<file path="src/hdl/lsr_consts.vh">
`ifndef LSR_CONSTS_VH
`define LSR_CONSTS_VH

// reset encodings of the four reports
`define LSR_RATE_RST        1'h0
`define LSR_WIDTH_RST       2'h0
`define LSR_STATE_RST       6'h00
`define LSR_LINKUP_N_RST    1'h1

// current rate report
`define LSR_RATE_2G5        1'h0
`define LSR_RATE_5G0        1'h1

// current width report
`define LSR_WIDTH_X1        2'h0
`define LSR_WIDTH_X2        2'h1
`define LSR_WIDTH_X4        2'h2
`define LSR_WIDTH_X8        2'h3

// raw lane counts from the training logic
`define LSR_LANES_1         4'h1
`define LSR_LANES_2         4'h2
`define LSR_LANES_4         4'h4
`define LSR_LANES_8         4'h8

// training phase codes presented by the training logic
`define LSR_PH_DETECT       4'h0
`define LSR_PH_POLLING      4'h1
`define LSR_PH_COMPLIANCE   4'h2
`define LSR_PH_CFG_WIDTH    4'h3
`define LSR_PH_CFG_LANE     4'h4
`define LSR_PH_CFG_DONE     4'h5
`define LSR_PH_CFG_IDLE     4'h6
`define LSR_PH_L0           4'h7
`define LSR_PH_L1           4'h8
`define LSR_PH_RECOVERY     4'h9
`define LSR_PH_HOT_RESET    4'ha
`define LSR_PH_DISABLED     4'hb

// state codes of each phase; stepped phases add the step to their base, complete adds the width code
`define LSR_ST_DETECT_QUIET 6'h00
`define LSR_ST_DETECT_ACT   6'h02
`define LSR_ST_POLL_ACTIVE  6'h04
`define LSR_ST_POLL_CONFIG  6'h05
`define LSR_ST_COMPLIANCE   6'h06
`define LSR_ST_CFG_WIDTH    6'h0b
`define LSR_ST_CFG_LANE     6'h0f
`define LSR_ST_CFG_DONE     6'h11
`define LSR_ST_CFG_IDLE     6'h15
`define LSR_ST_L0           6'h16
`define LSR_ST_L1_ENTRY     6'h17
`define LSR_ST_L23_READY    6'h19
`define LSR_ST_L1_IDLE      6'h1a
`define LSR_ST_L1_EXIT      6'h1b
`define LSR_ST_RECOVERY     6'h1c
`define LSR_ST_HOT_RESET    6'h21
`define LSR_ST_DISABLED     6'h22
`define LSR_ST_RP_CFG_W0    6'h26

// number of steps in each multi-step phase
`define LSR_STEPS_DETECT    3'h4
`define LSR_STEPS_POLLING   3'h2
`define LSR_STEPS_COMPLY    3'h5
`define LSR_STEPS_CFG_WIDTH 3'h4
`define LSR_STEPS_CFG_LANE  3'h2
`define LSR_STEPS_L1        3'h5
`define LSR_STEPS_RECOVERY  3'h5
`define LSR_STEPS_DISABLED  3'h4

`endif

</file>
<file path="src/hdl/lsr_width_enc.v">
`timescale 1ns/10ps
`default_nettype none
`include "lsr_consts.vh"

module lsr_width_enc (
    input  wire [3:0] lane_count,
    output reg  [1:0] width_code
);

    always @* begin
        case (lane_count)
            `LSR_LANES_2: width_code = `LSR_WIDTH_X2;
            `LSR_LANES_4: width_code = `LSR_WIDTH_X4;
            `LSR_LANES_8: width_code = `LSR_WIDTH_X8;
            default:      width_code = `LSR_WIDTH_X1;
        endcase
    end

endmodule // lsr_width_enc

`default_nettype wire

</file>
<file path="src/hdl/lsr_top.v">
`timescale 1ns/10ps
`default_nettype none
`include "lsr_consts.vh"

module lsr_top (
    input  wire       clock,
    input  wire       reset_n,
    input  wire       link_up_n,
    input  wire       rate_is_5g,
    input  wire [3:0] lane_count,
    input  wire [3:0] train_phase,
    input  wire [2:0] train_step,
    input  wire       l23_ready,
    input  wire       is_root_port,
    output wire       link_up_report_n,
    output wire       current_rate_report,
    output wire [1:0] current_width_report,
    output wire [5:0] training_state_code
);

    // registered reports and their next values
    reg        rate_q;
    reg  [1:0] width_q;
    reg  [5:0] state_q;
    reg        linkup_n_q;
    reg        rate_d;
    reg  [5:0] state_d;
    reg        linkup_n_d;
    wire [1:0] width_d;

    // step of every stepped phase after clamping
    reg  [2:0] detect_step;
    reg  [2:0] poll_step;
    reg  [2:0] comply_step;
    reg  [2:0] cfg_width_step;
    reg  [2:0] cfg_lane_step;
    reg  [2:0] l1_step;
    reg  [2:0] recovery_step;
    reg  [2:0] disabled_step;

    // candidate code of every phase with more than one code
    reg  [5:0] detect_code;
    reg  [5:0] poll_code;
    reg  [5:0] comply_code;
    reg  [5:0] cfg_width_code;
    reg  [5:0] cfg_lane_code;
    reg  [5:0] cfg_done_code;
    reg  [5:0] l1_code;
    reg  [5:0] recovery_code;
    reg  [5:0] disabled_code;

    // a step past the end of its phase holds the last step, so a step that
    // runs ahead of the phase never shows a code of the next phase
    function [2:0] clamp_step;
        input [2:0] step;
        input [2:0] steps;
        begin
            if (step < steps)
                clamp_step = step;
            else
                clamp_step = steps - 3'h1;
        end
    endfunction

    // base code of a phase plus the step within it
    function [5:0] step_code;
        input [5:0] base;
        input [2:0] step;
        begin
            step_code = base + {3'h0, step};
        end
    endfunction

    lsr_width_enc u_width (
        .lane_count (lane_count),
        .width_code (width_d)
    );

    always @* begin
        rate_d = rate_is_5g ? `LSR_RATE_5G0 : `LSR_RATE_2G5;
    end

    // link-up takes the same one-cycle path as the reports it qualifies
    always @* begin
        linkup_n_d = link_up_n;
    end

    // every stepped phase clamps by the same rule; only the step count differs
    always @* begin
        detect_step    = clamp_step(train_step, `LSR_STEPS_DETECT);
        poll_step      = clamp_step(train_step, `LSR_STEPS_POLLING);
        comply_step    = clamp_step(train_step, `LSR_STEPS_COMPLY);
        cfg_width_step = clamp_step(train_step, `LSR_STEPS_CFG_WIDTH);
        cfg_lane_step  = clamp_step(train_step, `LSR_STEPS_CFG_LANE);
        l1_step        = clamp_step(train_step, `LSR_STEPS_L1);
        recovery_step  = clamp_step(train_step, `LSR_STEPS_RECOVERY);
        disabled_step  = clamp_step(train_step, `LSR_STEPS_DISABLED);
    end

    always @* begin
        detect_code   = step_code(`LSR_ST_DETECT_QUIET, detect_step);
        poll_code     = step_code(`LSR_ST_POLL_ACTIVE, poll_step);
        comply_code   = step_code(`LSR_ST_COMPLIANCE, comply_step);
        l1_code       = step_code(`LSR_ST_L1_ENTRY, l1_step);
        recovery_code = step_code(`LSR_ST_RECOVERY, recovery_step);
        disabled_code = step_code(`LSR_ST_DISABLED, disabled_step);
    end

    // configuration codes; the complete substate follows the negotiated width
    always @* begin
        cfg_lane_code = step_code(`LSR_ST_CFG_LANE, cfg_lane_step);
        cfg_done_code = step_code(`LSR_ST_CFG_DONE, {1'h0, width_d});
        // the root port has its own code for linkwidth start 0
        if (is_root_port && train_step == 3'h0)
            cfg_width_code = `LSR_ST_RP_CFG_W0;
        else
            cfg_width_code = step_code(`LSR_ST_CFG_WIDTH, cfg_width_step);
    end

    // an unknown phase reports detect quiet, the safe idle meaning
    always @* begin
        state_d = `LSR_ST_DETECT_QUIET;
        case (train_phase)
            `LSR_PH_DETECT: begin
                state_d = detect_code;
            end
            `LSR_PH_POLLING: begin
                state_d = poll_code;
            end
            `LSR_PH_COMPLIANCE: begin
                state_d = comply_code;
            end
            `LSR_PH_CFG_WIDTH: begin
                state_d = cfg_width_code;
            end
            `LSR_PH_CFG_LANE: begin
                state_d = cfg_lane_code;
            end
            `LSR_PH_CFG_DONE: begin
                state_d = cfg_done_code;
            end
            `LSR_PH_CFG_IDLE: begin
                state_d = `LSR_ST_CFG_IDLE;
            end
            `LSR_PH_L0: begin
                state_d = `LSR_ST_L0;
            end
            `LSR_PH_L1: begin
                if (l23_ready)
                    state_d = `LSR_ST_L23_READY;
                else
                    state_d = l1_code;
            end
            `LSR_PH_RECOVERY: begin
                state_d = recovery_code;
            end
            `LSR_PH_HOT_RESET: begin
                state_d = `LSR_ST_HOT_RESET;
            end
            `LSR_PH_DISABLED: begin
                state_d = disabled_code;
            end
            default: begin
                state_d = `LSR_ST_DETECT_QUIET;
            end
        endcase
    end

    // rate and width pass through regardless of link state; qualifying
    // them with the registered link-up copy is left to the user
    always @(posedge clock or negedge reset_n) begin
        if (!reset_n) begin
            rate_q <= `LSR_RATE_RST;
        end else begin
            rate_q <= rate_d;
        end
    end

    always @(posedge clock or negedge reset_n) begin
        if (!reset_n) begin
            width_q <= `LSR_WIDTH_RST;
        end else begin
            width_q <= width_d;
        end
    end

    // state code moves one cycle after the phase and step it was built from
    always @(posedge clock or negedge reset_n) begin
        if (!reset_n) begin
            state_q <= `LSR_STATE_RST;
        end else begin
            state_q <= state_d;
        end
    end

    always @(posedge clock or negedge reset_n) begin
        if (!reset_n) begin
            linkup_n_q <= `LSR_LINKUP_N_RST;
        end else begin
            linkup_n_q <= linkup_n_d;
        end
    end

    assign current_rate_report  = rate_q;
    assign current_width_report = width_q;
    assign training_state_code  = state_q;
    assign link_up_report_n     = linkup_n_q;

endmodule // lsr_top

`default_nettype wire

</file>
<file path="config.mk">
export PLATFORM = sky130hd
export DESIGN_NAME = lsr_top
export DESIGN_NICKNAME = d
export VERILOG_FILES = /design/src/hdl/lsr_width_enc.v /design/src/hdl/lsr_top.v
export VERILOG_INCLUDE_DIRS = /design/src /design/src/hdl
export SDC_FILE = /design/constraint.sdc
export NUM_CORES = 1
export LEC_CHECK = 0
export ABC_AREA = 1
export ABC_CLOCK_PERIOD_IN_PS = 900
export BUFFER_PORTS_ARGS = -buffer_cell sky130_fd_sc_hd__buf_2
export CORE_MARGIN = 2
export CORE_UTILIZATION = 50
export CTS_CLUSTER_SIZE = 25
export DETAILED_ROUTE_END_ITERATION = 8
export PLACE_DENSITY = 0.79
export SYNTH_ARGS = -nofsm -noshare
export SYNTH_HDL_FRONTEND = slang
export SYNTH_SLANG_ARGS = --single-unit
</file>
<file path="constraint.sdc">
create_clock -name clock -period 0.9 [get_ports clock]
set_input_delay 0.18 -clock clock [delete_from_list [all_inputs] [get_ports clock]]
set_output_delay 0.18 -clock clock [all_outputs]
set_load 0.02 [all_outputs]
</file>
# After elaboration in Yosys (flattened, before gate mapping)
# Cells that the tools add are included.
# op_classes
n_mux,8
add_sub_neg,8
n_reduce_logical,3
magnitude_cmp,3
eq_ne,14
# ops
operator,n
6-bit case mux with 12 select lines,1
4-bit by 3-bit == test with 1-bit output (second input constant),5
4-bit == test (second input constant),5
5-bit by 3-bit adder with 6-bit output (first input constant),2
4-bit by 2-bit == test with 1-bit output (second input constant),3
6-bit 2-to-1 mux,2
4-bit by 3-bit adder with 5-bit output (first input constant),2
3-bit 2-to-1 mux,3
3-bit by 3-bit adder with 4-bit output (first input constant),2
5-bit by 2-bit adder with 6-bit output (first input constant),1
6-bit by 3-bit adder with 6-bit output (first input constant),1
3-bit < comparator (second input constant),2
2-bit case mux with 3 select lines,1
4-bit by 1-bit == test with 1-bit output (second input constant),1
4-bit logical NOT,1
3-bit logical NOT,1
3-bit by 2-bit < comparator with 1-bit output (second input constant),1
1-bit logical AND,1
1-bit 2-to-1 mux,1
# word_totals
in_bits,17
reg_bits,10
elab_cells,40
output_inout_bits,10

# Depth between registers and ports, before layout
# depth
ltp_word,5
depth_mapped,10
ltp_nobuf,10

# Cells and area by module
# From an unflattened synthesis, not the netlist that was laid out.
# unflattened
cells_unflattened,133
area_unflattened_um2,847.1
# by_module_without_submodules
module,area_per_inst_um2,n_inst,seq_area_each_um2,cells_per_inst
lsr_top,804.5,1,251.5,123
lsr_width_enc,42.5,1,0.0,10

# Worst setup path before layout
# OpenSTA, ideal clock, no wires.
# synth_timing
path_kind,input -> register
from,input port train_step[2]
to,register state_q[2] (netlist: training_state_code[2])
slack_ps,-246
cell_stages,8
setup_time_ps,68
t_required_ps,832
arrival_ps,1078
path_buffers,0
cell_sequence,nor2_4 > nand2_4 > inv_2 > ha_1 > ha_1 > nor3_1 > nor2_1 > nand3_1
# synth_between
elab_chain_len,5
word_cells_on_any_way,18
classes_between,add/sub: 7; order compare: 3; mux: 6; reduce/logical: 2
# synth_rtl
item,line,text
from (decl),lsr_top.v:12,"input wire [2:0] train_step,"
3-bit < comparator,lsr_top.v:58,if (step < steps)
3-bit 2-to-1 mux,lsr_top.v:58,
5-bit by 3-bit adder with 6-bit output or 4-bit by 3-bit adder with 5-bit output (tied branches),lsr_top.v:70,"step_code = base + {3'h0, step};"
6-bit 2-to-1 mux (on tied branches),"lsr_top.v:149, lsr_top.v:114",
6-bit case mux with 12 select lines *,lsr_top.v:123,case (train_phase)
net state_d[2],lsr_top.v:27,reg [5:0] state_d;
to (signal assigned),lsr_top.v:190,state_q <= `LSR_STATE_RST;
to (signal assigned),lsr_top.v:192,state_q <= state_d;
to (decl),lsr_top.v:24,reg [5:0] state_q;
# Mark *: on every way through the listed nets, which the timed path passes. The rest lies on a longest branch.

# Final worst setup path
# layout_timing
from,register linkup_n_q (netlist: link_up_report_n)
to,output port link_up_report_n
# layout_lines
item,line,text
from (decl),lsr_top.v:25,reg linkup_n_q;
from (signal assigned),lsr_top.v:198,linkup_n_q <= `LSR_LINKUP_N_RST;
from (signal assigned),lsr_top.v:200,linkup_n_q <= linkup_n_d;
to (decl),lsr_top.v:15,"output wire link_up_report_n,"
# No word-level cell between the ends.

==> flow_summary.ini <==
[timing]
finalHoldViolations = 0
finalMaxSlewViolations = 0
fin_crit_sh_pct = 120.2
fin_crit_ps = 1082
worst_slack_ps = -181.8
setup_violations = 12
timing.fmax_mhz = 924.4
rsz0062_at_grt = yes

[global_routing]
met1_usage_pct = 30.27
grt_pass1_wl_um = 4402
grt_antenna_before_repair = 0
grt_max_degree = 11
use_met3_pct = 7.600
grt_pass1_vias = 1096
overflow = 0
met2_usage_pct = 55.14
grt_usage_pct = 30.63
busiest_layer = met2

[cells_and_area]
final_nets = 214
area_growth_pct = 58.40
antennaDiodeCount = 0
layout-drive-gt1-share_pct = 34.03
final_cell_mix = 51 x nand2_1, 25 x nor2_1, 21 x inv_1
final_common_cell = nand2_1

[critical_path]
crit_path_max_fanout = 1
crit_path_start_kind = flop
cpPeakStageDelay_ps = 530
crit_type = flop to output pin
required_ps = 720
crit_slowest_cell = dfstp_2
worstSetupEndpointType = output pin
cp_cell_sequence = buf_6
crit_buf_inv = 1
crit_family = flip-flops
cp.arrival_ps = 900

[placed_design]
place.gp.congestion = 0.8729
place_ws_ps = -486.5
portBuffers = 26
dpl.hpwl_um = 1928

[logic_synthesis]
yosysSeqAreaShare_pct = 29.87
syn_area_um2 = 842.1
yosysTopAreaCell = dfrtp_1
syn-mean-instance-area_um2 = 5.930
yosysWarnings = 0
synth_top_cell_area_share_pct = 26.75
syn_inst = 142
ys_ff_latch = 10
synth.distinct_cells = 19
synth.area.top_cells = dfrtp_1 27%, nand2_1 24%, nor2_1 12%

[floorplanning]
dieHeight_um = 45.04
start_util_pct = 54.63
dieWidth_um = 45.04
io_pins = 27
core_area_um2 = 1541
die_area_um2 = 2028
rows = 14

[clock_tree]
cts_max_level = 1
ctsRootBufferMaster = clkbuf_4
cts_buffer_depth = 2
cts_num_sinks = 10
clkTransAtPathRegs_ps = 60
tritoncts = done
cts_buffers = 3

[detailed_routing]
final_antenna_net_count = 0
dr.first_iter.drc_count = 41
drtPass1Iterations = 4
drcViolationCount = 0
num_vias = 1096
detail_route.wl_per_cell_um = 12.94
vias_per_cell = 5.295
wirelength_um = 2678

[power]
p_per_area_nw_per_um2 = 998.3
pwr-share-clk_pct = 24.9
power_mw = 1.332
seqPwrFrac_pct = 37.9
cellLeakagePower_nw = 0.7681
pwr-share-comb_pct = 37.1
ir_drop_v = 0.0005660
p_sw_share_pct = 33.28
p_switching_uw = 443.1
p_int_uw = 888.4

[worst_hold_path]
hold_class = input pin to flop

[run]
drv_cap = 0

[outcome]
status = finished, violations left
violations = negative setup slack
-- cells in the mapped netlist, drive strengths merged --
cell	count
nand3	8
ha	5
o22ai	1
dfrtp	9
o21ai	2
inv	24
nand4	1
nand2	55
nor3	3
nor2	29
dfstp	1
a21oi	2
conb	1
xnor2	1
-- through the flow --
step | utilization [%] | setup TNS [ps] | hold slack, ps | std cells | instance area, um2
floorplan | - | -374.3 | -115.6 | 143 | 857.1
global placement | 72.65 | -1569 | 38.04 | 200 | 1120
detailed placement | 72.65 | -1773 | 39.05 | 200 | 1120
CTS | 83.60 | -806.2 | 22.13 | 207 | 1289
global route | 86.53 | -1347 | 3.467 | 207 | 1334
finish | 86.53 | -980.6 | 10.64 | 207 | 1334
-- per-layer routing --
layer / up-vias / wire length (um)
met5: - / 0
met2: 70 / 1375
met1: 489 / 952
met4: 0 / 119
li1: 523 / -
met3: 14 / 231
-- worst paths after layout --
path	start	to	slack, ps	depth (start not counted)
min in group asynchronous	reset_n	training_state_code[3]	290	2
hold / removal	link_up_n	link_up_report_n	10	1
max in group asynchronous	reset_n	link_up_report_n	350	2
setup / recovery	link_up_report_n	link_up_report_n	-180	1
-- flip-flops by register name, indices dropped and copies added (netlist names) --
| signal | flops |
|---|---|
| training_state_code | 6 |
| current_rate_report | 1 |
| current_width_report | 2 |
| link_up_report_n | 1 |
-- final cells by class --
cell class / count / area [um2]
inverter: 24 / 96.34
sequential: 10 / 251.5
multi-input combinational: 109 / 578.1
tap: 16 / 20.02
clock buffer: 4 / 26.28
fill: 90 / 207.7
timing repair buffer: 44 / 361.6
-- kinds of logic (layout without fill, tap and decap cells) --
kind of cell	Yosys count	in the layout	share of synthesized area, %
AND/OR/NAND/NOR	96	96	47.40
XOR/XNOR	1	1	1.040
flip-flops	10	10	29.87
other	1	2	0.4453
AO/OA/AOI/OAI	5	5	3.121
adder cells (fa/ha/maj)	5	5	7.429
buffers and inverters	24	72	10.70
-- repair_timing --
item                                   4_1_cts  5_1_grt
endpoints found under the hold margin       10        0
gates resized for setup                     32       11
hold buffers                                 1        0
pin swaps                                    5        4
setup endpoints to repair                   13       14
setup buffers                                2        0
-- power groups by stage --
stage | registers (mW) | clock network (mW) | logic, mW
2_1_floorplan | 0.551 | 0 | 0.155
3_3_place_gp | 0.502 | 0 | 0.374
3_5_place_dp | 0.503 | 0 | 0.389
4_1_cts | 0.505 | 0.311 | 0.460
5_1_grt | 0.508 | 0.351 | 0.538
6_report | 0.505 | 0.332 | 0.495
No activity file was read; power rests on OpenSTA's default activity.
